`src/rinit_pkg.sv`:
```
// package for the reset initialization sequencer
package rinit_pkg;
  localparam int unsigned CLK_HZ = 20000000;
  localparam int unsigned CLK_PERIOD_NS = 50;
  localparam int unsigned IN_RESET_MIN_SYNC = 32;
  localparam int unsigned OUT_ASSERT_MIN_SYNC = 512;
  localparam int unsigned HARD_TO_SOFT_SYNC = 16;
  localparam int unsigned STRAP_TURNON_SYNC = 1;
  localparam int unsigned STRAP_TURNOFF_NS = 4;
  localparam int unsigned PLL_LOCK_US = 100;
  localparam int unsigned PLL_LOCK_CYC = (PLL_LOCK_US * (CLK_HZ / 1000000));
  localparam int unsigned DLL_LOCK_MIN_CYC = 7680;
  localparam int unsigned DLL_LOCK_MAX_CYC = 122880;
  localparam int unsigned CNT_W = 17;
  localparam int unsigned BOOT_W = 3;
  localparam logic [BOOT_W-1:0] BOOT_RESET_VAL = 3'h0;
  localparam logic [1:0] SYNC_RESET_VAL = 2'h3;

  typedef enum logic [2:0] {
    RINIT_POR = 3'h0,
    RINIT_PLL = 3'h1,
    RINIT_DLL = 3'h3,
    RINIT_ASSERT = 3'h2,
    RINIT_SOFT = 3'h6,
    RINIT_RUN = 3'h7
  } rinit_state_type;

  typedef struct packed {
    logic [BOOT_W-1:0] boot_source;
    logic input_clock_divide_select;
  } rinit_strap_type;

  typedef struct packed {
    logic hard_n;
    logic soft_n;
  } rinit_rst_type;
endpackage

```
`src/rinit_seq.sv`:
```
// reset initialization sequencer top
// Summary of operation
// - outputs asserted at least 512 sync periods, hard released at least 16 before soft
// - strap set is three-bit boot source plus one divide select
// - strap pin drivers turn off as soon as own hard reset asserts, one clock after a pin hard reset is sensed
// - strap drivers resume only after soft reset release, two sync periods into run
// - host mode sync clock derived from input clock by divide strap
// - input clock timing applies in host mode only, else sync clock
// - wait up to 100 us for pll lock
// - dll lock wait 7680 to 122880 bus cycles, scaled by ratio
// - reset pins driven low only, open drain, also sensed as inputs
module rinit_seq (
  input wire logic clk_i,
  input wire logic resetn_i,
  input wire logic host_mode_i,
  input wire logic [1:0] dll_ratio_sel_i,
  input wire logic pll_locked_i,
  input wire logic dll_locked_i,
  input wire rinit_pkg::rinit_strap_type strap_i,
  input wire rinit_pkg::rinit_rst_type rst_pin_i,
  output logic hard_reset_n_oe_o,
  output logic soft_reset_n_oe_o,
  output logic strap_drive_en_o,
  output logic sync_tick_o,
  output rinit_pkg::rinit_strap_type strap_o,
  output logic system_ready_o
);
  import rinit_pkg::*;

  typedef struct packed {
    rinit_state_type st;
    logic [CNT_W-1:0] cnt;
    logic [3:0] div;
    logic [5:0] hin_cnt;
    logic [5:0] sin_cnt;
    logic [2:0] hsync;
    logic [2:0] ssync;
    logic drv_hard;
    logic drv_soft;
    logic strap_en;
    logic tick;
    rinit_strap_type strap;
  } rinit_reg_type;

  rinit_reg_type r_q, r_d;

  // decoded dll wait from ratio, 2:1 min and 8:1 max
  function automatic logic [CNT_W-1:0] dll_wait(input logic [1:0] sel);
    case (sel)
      2'h0: dll_wait = CNT_W'(DLL_LOCK_MIN_CYC);
      2'h1: dll_wait = CNT_W'(DLL_LOCK_MIN_CYC * 4);
      2'h2: dll_wait = CNT_W'(DLL_LOCK_MIN_CYC * 8);
      default: dll_wait = CNT_W'(DLL_LOCK_MAX_CYC);
    endcase
  endfunction

  logic h_low, s_low, in_hard_req, in_soft_req;

  always_comb begin
    r_d = r_q;
    // divider for sync clock tick; agent mode uses every edge
    r_d.tick = 1'b0;
    if (!host_mode_i) begin
      r_d.tick = 1'b1;
    end else if (r_q.div >= (r_q.strap.input_clock_divide_select ? 4'h1 : 4'h0)) begin
      r_d.div = 4'h0;
      r_d.tick = 1'b1;
    end else begin
      r_d.div = r_q.div + 4'h1;
    end
    // pin sensing, three stage, second and third agree
    r_d.hsync = {r_q.hsync[1:0], rst_pin_i.hard_n};
    r_d.ssync = {r_q.ssync[1:0], rst_pin_i.soft_n};
    h_low = (r_q.hsync[2:1] == 2'h0) && !r_q.drv_hard;
    s_low = (r_q.ssync[2:1] == 2'h0) && !r_q.drv_soft;
    if (!h_low) r_d.hin_cnt = 6'h0;
    else if (r_q.tick && r_q.hin_cnt != 6'h3f) r_d.hin_cnt = r_q.hin_cnt + 6'h1;
    if (!s_low) r_d.sin_cnt = 6'h0;
    else if (r_q.tick && r_q.sin_cnt != 6'h3f) r_d.sin_cnt = r_q.sin_cnt + 6'h1;
    in_hard_req = r_q.hin_cnt >= 6'(IN_RESET_MIN_SYNC);
    in_soft_req = r_q.sin_cnt >= 6'(IN_RESET_MIN_SYNC);
    case (r_q.st)
      RINIT_POR: begin
        // straps sampled on first edge after power-on release
        r_d.strap = strap_i;
        r_d.cnt = '0;
        r_d.st = RINIT_PLL;
      end
      RINIT_PLL: begin
        r_d.cnt = r_q.cnt + 1'b1;
        if (pll_locked_i || r_q.cnt >= CNT_W'(PLL_LOCK_CYC - 1)) begin
          r_d.cnt = '0;
          r_d.st = RINIT_DLL;
        end
      end
      RINIT_DLL: begin
        r_d.cnt = r_q.cnt + 1'b1;
        if (dll_locked_i || r_q.cnt >= dll_wait(dll_ratio_sel_i) - 1'b1) begin
          r_d.cnt = '0;
          r_d.st = RINIT_ASSERT;
        end
      end
      RINIT_ASSERT: begin
        r_d.drv_hard = 1'b1;
        r_d.drv_soft = 1'b1;
        if (r_q.tick) r_d.cnt = r_q.cnt + 1'b1;
        if (r_q.tick && r_q.cnt >= CNT_W'(OUT_ASSERT_MIN_SYNC)) begin
          r_d.drv_hard = 1'b0;
          r_d.cnt = '0;
          r_d.st = RINIT_SOFT;
        end
      end
      RINIT_SOFT: begin
        if (r_q.tick) r_d.cnt = r_q.cnt + 1'b1;
        if (r_q.tick && r_q.cnt >= CNT_W'(HARD_TO_SOFT_SYNC)) begin
          r_d.drv_soft = 1'b0;
          r_d.cnt = '0;
          r_d.st = RINIT_RUN;
        end
      end
      RINIT_RUN: begin
        // strap drivers back on after two sync periods of released hard reset
        if (r_q.tick && !h_low && r_q.hsync[2:1] == 2'h3 && r_q.cnt < CNT_W'(STRAP_TURNON_SYNC + 1))
          r_d.cnt = r_q.cnt + 1'b1;
        if (r_q.cnt >= CNT_W'(STRAP_TURNON_SYNC + 1)) r_d.strap_en = 1'b1;
        if (in_hard_req || in_soft_req) begin
          r_d.cnt = '0;
          r_d.strap_en = 1'b0;
          r_d.st = RINIT_ASSERT;
        end
      end
      default: r_d.st = RINIT_POR;
    endcase
    // own hard drive drops strap drivers at once, a sensed pin hard reset on the next edge; straps stay latched
    if (r_d.drv_hard || h_low) r_d.strap_en = 1'b0;
  end

  always_ff @(posedge clk_i or negedge resetn_i) begin
    if (!resetn_i) begin
      r_q <= '{st: RINIT_POR, cnt: '0, div: 4'h0, hin_cnt: 6'h0, sin_cnt: 6'h0,
               hsync: 3'h7, ssync: 3'h7, drv_hard: 1'b1, drv_soft: 1'b1,
               strap_en: 1'b0, tick: 1'b0,
               strap: '{boot_source: BOOT_RESET_VAL, input_clock_divide_select: 1'b0}};
    end else begin
      r_q <= r_d;
    end
  end

  // open drain: enable low means driving low
  assign hard_reset_n_oe_o = !r_q.drv_hard;
  assign soft_reset_n_oe_o = !r_q.drv_soft;
  // combinational off path keeps turn-off well inside a few ns
  assign strap_drive_en_o = r_q.strap_en && !r_q.drv_hard && !r_d.drv_hard;
  assign sync_tick_o = r_q.tick;
  assign strap_o = r_q.strap;
  assign system_ready_o = (r_q.st == RINIT_RUN) && !r_q.drv_soft;

  a_hard_before_soft: assert property (@(posedge clk_i) disable iff (!resetn_i)
    $rose(hard_reset_n_oe_o) |-> !soft_reset_n_oe_o) else $error("hard release order");
  a_soft_gap: assert property (@(posedge clk_i) disable iff (!resetn_i)
    $rose(hard_reset_n_oe_o) && host_mode_i == 1'b0 |-> !soft_reset_n_oe_o [*8]) else $error("soft too soon");
  a_strap_off: assert property (@(posedge clk_i) disable iff (!resetn_i)
    !hard_reset_n_oe_o |-> !strap_drive_en_o) else $error("strap drive in reset");
  a_strap_wait: assert property (@(posedge clk_i) disable iff (!resetn_i)
    $rose(hard_reset_n_oe_o) |-> !strap_drive_en_o [*2]) else $error("strap on early");
  a_strap_hold: assert property (@(posedge clk_i) disable iff (!resetn_i)
    r_q.st != RINIT_POR |=> $stable(strap_o)) else $error("strap changed");
  // tick register leaves reset low, so the first edge after release is excused
  a_agent_tick: assert property (@(posedge clk_i) disable iff (!resetn_i)
    !host_mode_i && !$past(host_mode_i) && $past(resetn_i) |-> sync_tick_o) else $error("agent tick");
  a_div_tick: assert property (@(posedge clk_i) disable iff (!resetn_i)
    host_mode_i && strap_o.input_clock_divide_select && sync_tick_o && $past(host_mode_i) |=> !sync_tick_o)
    else $error("divide tick");
  // the wait counter itself bounds the pll wait; a delay range would be too long
  a_pll_bound: assert property (@(posedge clk_i) disable iff (!resetn_i)
    r_q.st == RINIT_PLL |-> r_q.cnt < CNT_W'(PLL_LOCK_CYC)) else $error("pll wait");
  a_pll_lock: assert property (@(posedge clk_i) disable iff (!resetn_i)
    r_q.st == RINIT_PLL && pll_locked_i |=> r_q.st == RINIT_DLL) else $error("pll lock ignored");
  a_in_req: assert property (@(posedge clk_i) disable iff (!resetn_i)
    r_q.st == RINIT_RUN && r_q.hin_cnt < 6'd31 && r_q.sin_cnt < 6'd31 |=> r_q.st == RINIT_RUN)
    else $error("short pulse honoured");
  // an unlocked dll may take the whole decoded wait, so only a lock ends it early
  a_dll_bound: assert property (@(posedge clk_i) disable iff (!resetn_i)
    r_q.st == RINIT_DLL && dll_locked_i
    |=> r_q.st != RINIT_DLL) else $error("dll wait");
  a_dll_limit: assert property (@(posedge clk_i) disable iff (!resetn_i)
    r_q.st == RINIT_DLL |-> r_q.cnt < dll_wait(dll_ratio_sel_i)) else $error("dll wait too long");

  // soft reset is never released while hard reset is still driven
  a_soft_covers: assert property (@(posedge clk_i) disable iff (!resetn_i)
    !hard_reset_n_oe_o |-> !soft_reset_n_oe_o) else $error("soft released first");
  // hard release only after the full assertion count of sync ticks
  a_hard_span: assert property (@(posedge clk_i) disable iff (!resetn_i)
    $rose(hard_reset_n_oe_o) |-> $past(r_q.cnt) >= CNT_W'(OUT_ASSERT_MIN_SYNC))
    else $error("hard span short");
  a_ready_rel: assert property (@(posedge clk_i) disable iff (!resetn_i)
    system_ready_o |-> hard_reset_n_oe_o && soft_reset_n_oe_o) else $error("ready in reset");
  // own drive of the pin must never look like an outside request
  a_self_ignored: assert property (@(posedge clk_i) disable iff (!resetn_i)
    r_q.drv_hard && $past(r_q.drv_hard) |-> r_q.hin_cnt == 6'h0) else $error("self request");
  c_ready: cover property (@(posedge clk_i) disable iff (!resetn_i) $rose(system_ready_o));
  c_ext_reset: cover property (@(posedge clk_i) disable iff (!resetn_i)
    r_q.st == RINIT_RUN ##1 r_q.st == RINIT_ASSERT);
  c_strap_on: cover property (@(posedge clk_i) disable iff (!resetn_i) $rose(strap_drive_en_o));
endmodule // rinit_seq

```
`config.mk`:
```
export PLATFORM = sky130hd
export DESIGN_NAME = rinit_seq
export DESIGN_NICKNAME = d
export VERILOG_FILES = /design/src/rinit_pkg.sv /design/src/rinit_seq.sv
export SDC_FILE = /design/constraint.sdc
export NUM_CORES = 1
export LEC_CHECK = 0
export BUFFER_PORTS_ARGS = -buffer_cell sky130_fd_sc_hd__buf_2
export CORE_MARGIN = 2
export CORE_UTILIZATION = 35
export DETAILED_ROUTE_END_ITERATION = 8
export GPL_ROUTABILITY_DRIVEN = 0
export PLACE_DENSITY = 0.56
export SLEW_MARGIN = 20
export SYNTH_ARGS = -nofsm -noshare
export SYNTH_HDL_FRONTEND = slang
export SYNTH_SLANG_ARGS = --single-unit
```
`constraint.sdc`:
```
create_clock -name clk_i -period 4.8 [get_ports clk_i]
set_input_delay 0.48 -clock clk_i [delete_from_list [all_inputs] [get_ports clk_i]]
set_output_delay 0.48 -clock clk_i [all_outputs]
set_load 0.01 [all_outputs]
```
==> results.yml, run 1 <==
timing:
  relSlewSlack: 0.575
  hold_violations: 0
  min_period_over_period: 0.592
  holdWs_ns: 0.258
  worst_slew_pin_slew_ns: 0.638
  rsz0062_at_grt: "no"
  slew_viol_final: 0
  fin_skew_ns: 0.00931
  fin_crit_ns: 2.84
  setup_tns_ns: 0
  setup_viol: 0
  fmaxAchievable_ghz: 0.352
grt:
  grt_pass1_vias: 2126
  grt_max_degree: 51
  grt_overflow_total: 0
  grt.total_usage: 0.146
  antenna_found_initial: 0
  grt_pass1_wl_um: 10300
critical_path:
  crit_arrival_ns: 3.04
  r2r_setup_slack_ns: 2.02
  worstSetupPathType: "in -> reg"
  worstRegToRegCells: 8
  cp_max_fo: 15
  setup.worst_path.start_class: "primary input"
  cp-end-kind: "flip-flop"
  crit_required_ns: 5.00
status:
  status: "finished, final reports clean"
routing:
  ant_nets: 0
  firstDrtPassIters: 4
  wl_um: 6250
  viasPerCell: 5.33
  num_vias: 2261
  drt_iter0_drc: 79
  wl_per_cell_um: 14.7
  route.detailed.drc: 0
layout:
  diodes: 0
  final.fill_count: 842
  fin_util: 0.392
  final_common_cell: "dfrtp_1"
  drive_above_1_share: 0.166
  layout_common_cells: "dfrtp_1, nor2_1, buf_2"
  area_delta_synth_final_pct: 9.60
  final_nets: 351
power:
  ir_drop_mv: 0.119
  power_uw: 978
  cellLeakagePower_uw: 0.00145
  p_per_area_nw_per_um2: 309
synth:
  ys.flop_type: "dfrtp_1"
  syn_nets: 336
  syn_avg_cell_area_um2: 9.55
  synth-adder-area-share: 0.0865
  syn_area_um2: 2890
  syn_inst: 303
  ys_ff_latch: 50
  yosys.cell_types.count: 55
  synth_top_family_by_area: "simple AND/OR/NAND/NOR gates"
  synth_mux_area_frac: 0.0281
  synth_top_area_frac: 0.363
  synth_xor_area_frac: 0.0333
  ys_seq_area_frac: 0.436
  synthTopCellsByArea: "dfrtp_1, ha_1, dfstp_2"
  yosys.area.top_type: "dfrtp_1"
  synthSimpleGateAreaFrac: 0.213
  synth-async-reset-ratio: 1.00
  yosys_warnings: 0
  synth_edf_count: 0
  synth-compound-area-share: 0.153
die:
  die_w_um: 94.9
  start_util: 0.357
  coreArea_um2: 8090
  rows: 33
  die_h_um: 94.9
  dieArea_um2: 9010
  pin_count: 22
clocking:
  post_cts_buffers: 0
  insertion_delay_ns: 0.31
  cts-htree-levels: 2
  cts_sinks: 50
  cts_tree: "built"
  cts-root-buf: "clkbuf_8"
  cts-resized-gates: 0
  clockBufferDepth: 2
  postCtsHoldBufs: 0
  cts_buffers: 5
  path_clk_slew_ns: 0.10
placed_design:
  io_buffers: 21
  dp_hpwl_um: 4510
hold_path:
  hold_path_class: "in -> async"
run:
  maxCapViolations: 0
-- layer usage --
metal | part of all wire | vias to the layer above | wire length, um | GRT usage
met3 | 0.033 | 7 | 204 | 0.0295
met2 | 0.47 | 35 | 2910 | 0.235
met4 | 0.011 | 0 | 67 | 0.0386
li1 | - | 1103 | - | -
met5 | 0 | - | 0 | 0
met1 | 0.49 | 1116 | 3060 | 0.200
-- kinds of logic (layout without fill, tap and decap cells) --
kind of cell	Yosys count	count (layout)
and+or+nand+nor	118	118
AOI/OAI and AO/OA	66	66
DFF	50	50
buffers and inverters	32	48
adders and majority gates	20	20
xor gates and xnor gates	11	11
muxes	6	6
-- worst max-delay path: stages --
cell and delay (ns):
buf_2 0.11, inv_1 0.10, ha_1 0.15, nor2_1 0.04
ha_1 0.30, nand3_1 0.08, nor4_1 0.31, a221oi_1 0.12
a311o_1 0.42, o21ai_2 0.54, nor3_1 0.11, a211o_1 0.29
-- Yosys cell counts (6+ instances only) --
library cell and number:
dfrtp_1 42, or3_1 6, inv_1 18, ha_1 20, nand4_1 9, dfstp_2 8
a21oi_1 13, o21ai_0 20, nor2_1 31, xor2_1 8, nor3_1 13, nand3_1 12
nand2_1 20, clkbuf_1 7
-- power by group --
group          leakage, uW  total (uW)  switching [uW]  internal, uW
sequential        0.000642         514            58.7           455
clock            0.0000554         305             148           157
combinational     0.000750         159            87.6          71.6
total              0.00145         978             294           684
-- flip-flops by register name (all words and copies together), names as in the netlist --
signal and count:
r_q 41, r_d 4, strap_o 4, sync_tick_o 1
-- final timing paths --
check,to,from
worst max-delay path,r_q[43]$_DFFE_PN0P_,dll_ratio_sel_i[0]
min in group clk_i,r_d[12]$_DFF_PN1_,rst_pin_i[1]
max in group asynchronous,r_q[47]$_DFFE_PN0P_,resetn_i
worst min-delay path,r_q[14]$_DFFE_PN0P_,resetn_i
worst max register to register,r_q[43]$_DFFE_PN0P_,r_q[41]$_DFFE_PN0P_
worst min register to register,r_q[10]$_DFF_PN1_,r_d[10]$_DFF_PN1_
-- layout make-up --
class | instances | area (um^2) | share of cell area
tap | 105 | 131 | 0.0414
multi-input combinational | 221 | 1490 | 0.469
inverter | 18 | 67.6 | 0.0213
clock buffer | 6 | 72.6 | 0.0229
sequential | 50 | 1260 | 0.398
timing repair buffer | 22 | 113 | 0.0355
clock inverter | 2 | 38.8 | 0.0122
-- stage by stage --
stage	std cells	cell area [um^2]	worst slack [ns]
finish	424	3170	1.96
global route	424	3170	1.74
CTS	424	3170	1.97
detailed placement	416	3060	1.64
global placement	416	3060	1.76
floorplan	303	2890	2.20
(Power assumes the default switching activity.)
==> run 2, diff against run 1 <==
ABC_AREA = 1   (was unset)
PLACE_DENSITY = 0.58   (was 0.56)
clock period = 2.3 ns   (was 4.8 ns; I/O delays follow)
==> results.yml, run 2 <==
clocking:
  cts_sinks: 50
  cts-resized-gates: 0
  clockBufferDepth: 2
  cts-htree-levels: 2
  cts_tree: "built"
  cts-root-buf: "clkbuf_8"
  insertion_delay_ns: 0.32
  cts_buffers: 5
  path_clk_slew_ns: 0.11
routing:
  drt_iter0_drc: 155
  wl_per_cell_um: 12.3
  ant_nets: 0
  wl_um: 7660
  firstDrtPassIters: 4
  route.detailed.drc: 0
  num_vias: 2895
  viasPerCell: 4.65
synth:
  syn_nets: 500
  synthTopCellsByArea: "dfrtp_1, nand2_1, ha_1"
  yosys.area.top_type: "dfrtp_1"
  ys.flop_type: "dfrtp_1"
  yosys_warnings: 0
  synth-async-reset-ratio: 1.00
  syn_avg_cell_area_um2: 7.55
  synth_edf_count: 0
  syn_inst: 467
  syn_area_um2: 3530
  ys_seq_area_frac: 0.358
  ys_ff_latch: 50
  yosys.cell_types.count: 42
  yosys-top-cells-count: "nand2_1, inv_1, dfrtp_1, nor2_1, nand3_1"
  synth.most_common_cell: "nand2_1"
  synth_top_area_frac: 0.298
critical_path:
  cp_num_buf_inv: 2
  path_cells: "nor2_2, nand2_2, nor2_8, o21ai_2, inv_1, nor3_1, buf_2"
  crit_arrival_ns: 1.79
  worstSetupPathType: "reg -> out"
  cp_slowest_cell: "dfrtp_1"
  critPathTopFamily: "flip-flops"
  setup.worst_path.start_class: "flip-flop"
  crit_required_ns: 2.07
  cp_max_fo: 7
  cpPeakStageDelay_ns: 0.51
  cp-end-kind: "output pin"
power:
  p_per_area_nw_per_um2: 930
  pwr-share-seq: 0.334
  cellLeakagePower_uw: 0.00204
  p_sw_frac: 0.456
  clkPwrFrac: 0.190
  p_int_uw: 1960
  p_comb_frac: 0.476
  p_switching_uw: 1640
  ir_drop_mv: 0.526
layout:
  diodes: 0
  largest_reg_flops: 41
  regMostFlops: "r_q"
  area_delta_synth_final_pct: 9.61
  fin_cells: 622
  drive_above_1_share: 0.180
  fin_util: 0.396
  layout_common_cells: "nand2_1, inv_1, nor2_1, dfrtp_1, nand3_1"
  final_common_cell: "nand2_1"
  final_nets: 521
grt:
  antenna_found_initial: 0
  grt_use_met2: 0.258
  grt.total_usage: 0.149
  top_usage_layer: "met2"
  grt_pass1_wl_um: 13400
  grt_max_degree: 51
  use_met1: 0.195
  grt_overflow_total: 0
  met3_usage: 0.0150
  grt_pass1_vias: 2823
die:
  start_util: 0.361
  rows: 36
  pin_count: 22
  coreArea_um2: 9770
  die_h_um: 104
  die_w_um: 104
  dieArea_um2: 10900
timing:
  fin_crit_ns: 2.02
  worst_slew_pin_slew_ns: 0.403
  relSlewSlack: 0.730
  hold_violations: 0
  fmaxAchievable_ghz: 0.495
  slew_viol_final: 0
  setup_tns_ns: 0
  holdWs_ns: 0.0178
  fin_skew_ns: 0.0120
  min_period_over_period: 0.878
  rsz0062_at_grt: "no"
  setup_viol: 0
hold_path:
  hold_path_class: "in -> reg"
status:
  status: "finished, final reports clean"
run:
  maxCapViolations: 0
placed_design:
  placed_cells: 612
  io_buffers: 21
  dp_hpwl_um: 5800
[run 2: power by group through the flow]
stage          registers [uW]  logic (uW)  clock network [uW]
2_1_floorplan            1150        1420                   0
3_3_place_gp             1210        1680                   0
3_5_place_dp             1220        1710                   0
4_1_cts                  1200        1720                 703
5_1_grt                  1230        1950                 734
6_report                 1200        1710                 683
[run 2: per-layer routing]
| layer | vias up | routed length, um |
|---|---|---|
| met1 | 1327 | 3530 |
| li1 | 1513 | - |
| met3 | 10 | 244 |
| met4 | 0 | 134 |
| met2 | 45 | 3750 |
| met5 | - | 0 |
[run 2: cell type report]
class	instances	area (um^2)
fill	1042	5910
multi-input combinational	338	1900
sequential	50	1260
inverter	65	248
timing repair buffer	28	175
tap	133	166
clock buffer	5	68.8
clock inverter	3	47.5
[run 2: cell families (layout without fill, tap and decap cells)]
| family | Yosys count | after routing | share of synthesized area |
|---|---|---|---|
| muxes | 4 | 4 | 0.0128 |
| DFF | 50 | 50 | 0.358 |
| and+or+nand+nor | 251 | 251 | 0.340 |
| xor gates and xnor gates | 10 | 10 | 0.0248 |
| adders and majority gates | 20 | 20 | 0.0709 |
| AOI/OAI and AO/OA | 53 | 53 | 0.0901 |
| buffers and inverters | 79 | 101 | 0.104 |
[run 2: repair_timing]
action                    in CTS  in global routing
setup buffers                  0                  0
hold endpoints to repair      43                  0
hold buffers                   2                  0
[run 2: worst paths after layout]
kind | from | slack (ns) | cells past startpoint | endpoint
max in group asynchronous | resetn_i | 1.59 | 3 | r_d[9]$_DFF_PN1_
hold / removal | rst_pin_i[0] | 0.02 | 1 | r_d[9]$_DFF_PN1_
min in group asynchronous | resetn_i | 0.41 | 3 | r_q[20]$_DFFE_PN0P_
hold reg to reg | r_d[12]$_DFF_PN1_ | 0.36 | 0 | r_d[13]$_DFF_PN1_
setup reg to reg | r_q[46]$_DFFE_PN0P_ | 0.32 | 12 | r_q[46]$_DFFE_PN0P_
setup / recovery | r_q[45]$_DFFE_PN0P_ | 0.28 | 7 | strap_drive_en_o
[run 2: worst register-to-register path, cell delays in order, from the launching register on]
cell,delay [ns]
dfrtp_1,0.49
ha_1,0.35
nand2_1,0.09
inv_1,0.04
nand2_1,0.05
nand2_1,0.04
a21oi_1,0.24
nand3_2,0.18
nand3_4,0.16
clkinv_2,0.12
nand2_1,0.08
nand2_1,0.05
nand2_1,0.05
[run 2: metrics by stage]
step / instance area (um^2) / worst slack, ns / power, uW
floorplan: 3530 / 0.567 / 2570
global placement: 3730 / 0.299 / 2900
detailed placement: 3730 / 0.246 / 2930
CTS: 3870 / 0.231 / 3630
global route: 3870 / 0.118 / 3920
finish: 3870 / 0.280 / 3600
==> run 3, diff against run 2 <==
==> constraint.sdc (replaced) <==
create_clock -name clk_i -period 2.3 [get_ports clk_i]
set_input_delay 0 -clock clk_i [delete_from_list [all_inputs] [get_ports clk_i]]
set_output_delay 0 -clock clk_i [all_outputs]
set_load 0.01 [all_outputs]
==> results.yml, run 3 (same netlist as run 2, synthesis figures left out) <==
critical_path:
  crit_required_ns: 2.55
  cp_slowest_cell: "dfrtp_1"
  setup.worst_path.start_class: "flip-flop"
  worstSetupPathType: "reg -> reg"
  path_common_cell: "nand2_1"
  cp_num_buf_inv: 2
  crit_arrival_ns: 2.17
  worstSetupStartpoint: "r_q[45]$_DFFE_PN0P_"
  cp-end-kind: "flip-flop"
  path_cells: "ha_1, nand2_1, inv_1, nand2_1, nand2_1, a21oi_1, nand3_2, nand3_4, clkinv_2, nand2_1, nand2_1, nand2_1"
  cp_max_fo: 9
  cpPeakStageDelay_ns: 0.47
  critPathTopFamily: "simple AND/OR/NAND/NOR gates"
  r2r_start: "r_q[45]$_DFFE_PN0P_"
clocking:
  cts-htree-levels: 2
  clockBufferDepth: 2
  path_clk_slew_ns: 0.09
  cts-resized-gates: 0
  cts-root-buf: "clkbuf_8"
  cts_buffers: 5
  insertion_delay_ns: 0.31
  cts_tree: "built"
  cts_sinks: 50
timing:
  fin_skew_ns: 0.00853
  hold_violations: 0
  setup_slack_ns: 0.378
  slew_viol_final: 0
  worst_slew_pin_slew_ns: 0.600
  relSlewSlack: 0.600
  fmaxAchievable_ghz: 0.520
  min_period_over_period: 0.835
  setup_viol: 0
  setup_tns_ns: 0
  rsz0062_at_grt: "no"
  fin_crit_ns: 1.92
layout:
  fin_cells: 628
  final_nets: 527
  area_delta_synth_final_pct: 10.8
  largest_reg_flops: 41
  final_common_cell: "nand2_1"
  layout_common_cells: "nand2_1, inv_1, nor2_1, dfrtp_1, nand3_1"
  final.fill_count: 1018
  regMostFlops: "r_q"
  diodes: 0
  drive_above_1_share: 0.176
die:
  die_h_um: 104
  dieArea_um2: 10900
  start_util: 0.361
  pin_count: 22
  die_w_um: 104
  coreArea_um2: 9770
  rows: 36
routing:
  num_vias: 2927
  firstDrtPassIters: 4
  viasPerCell: 4.66
  wl_per_cell_um: 11.9
  drt_iter0_drc: 167
  route.detailed.drc: 0
  wl_um: 7470
  ant_nets: 0
power:
  cellLeakagePower_uw: 0.00206
  p_per_area_nw_per_um2: 909
  ir_drop_mv: 0.484
placed_design:
  placed_cells: 612
  io_buffers: 21
  place_ws_ns: 0.407
  dp_hpwl_um: 5770
hold_path:
  min_from: "pll_locked_i"
  hold_path_class: "in -> reg"
grt:
  grt_max_degree: 28
  grt_pass1_vias: 2836
  antenna_found_initial: 0
  grt.total_usage: 0.142
  grt_pass1_wl_um: 13000
  grt_overflow_total: 0
run:
  maxCapViolations: 0
status:
  status: "finished, final reports clean"
[run 3: changes by cell type in the layout (fill, tap and decap cells not counted), sizes merged]
cell         delta
dlygate4sd3     +6
clkbuf          +1
clkinv          +1
inv             -2
[run 3: metrics by stage]
stage                     utilization  power (uW)  instance area, um^2  hold slack, ns
final                           0.400        3550                 3910           0.135
after global routing            0.400        3870                 3910           0.158
after CTS                       0.400        3580                 3910           0.137
after detailed placement        0.380        2920                 3720          0.0348
after global placement          0.380        2900                 3720          0.0320
after floorplan                     -        2570                 3530          -0.296
[run 3: final cells by class]
class                           instances  area [um^2]  area share
Timing Repair Buffer                   34          223      0.0570
Sequential cell                        50         1260       0.323
Clock inverter                          2         38.8     0.00992
Inverter                               65          248      0.0634
Clock buffer                            6         72.6      0.0186
Tap cell                              133          166      0.0426
Multi-Input combinational cell        338         1900       0.486
[run 3: timing repair]
| action | 4_1_cts | 5_1_grt |
|---|---|---|
| buffers inserted | 0 | 0 |
| hold endpoints to repair | 29 | 0 |
| hold buffers | 8 | 0 |
[run 3: worst min-delay path: stages]
cell and delay (ns):
buf_2 0.09, nor2_1 0.05, nand3_1 0.08, nand2_1 0.08
nand4_1 0.11
[run 3: report_power, final]
part	internal (uW)	switching, uW
clock	327	315
sequential	1040	163
combinational	585	1120
[run 3: worst paths after layout]
| path | to | slack, ns | cells after the start |
|---|---|---|---|
| max in group asynchronous | r_q[6]$_DFFE_PN1P_ | 1.39 | 3 |
| setup reg to reg | r_q[46]$_DFFE_PN0P_ | 0.38 | 12 |
| setup / recovery | r_q[46]$_DFFE_PN0P_ | 0.38 | 12 |
| min in group asynchronous | r_q[21]$_DFFE_PN0P_ | 0.22 | 2 |
| hold / removal | r_q[47]$_DFFE_PN0P_ | 0.13 | 5 |
| hold reg to reg | r_d[10]$_DFF_PN1_ | 0.36 | 0 |
[run 3: routing by layer]
| metal | up-vias | global-route usage | wire length (um) |
|---|---|---|---|
| met5 | - | 0 | 0 |
| met4 | 0 | 0.0434 | 125 |
| met3 | 14 | 0.0150 | 247 |
| met2 | 51 | 0.241 | 3510 |
| met1 | 1338 | 0.191 | 3580 |
| li1 | 1524 | - | - |
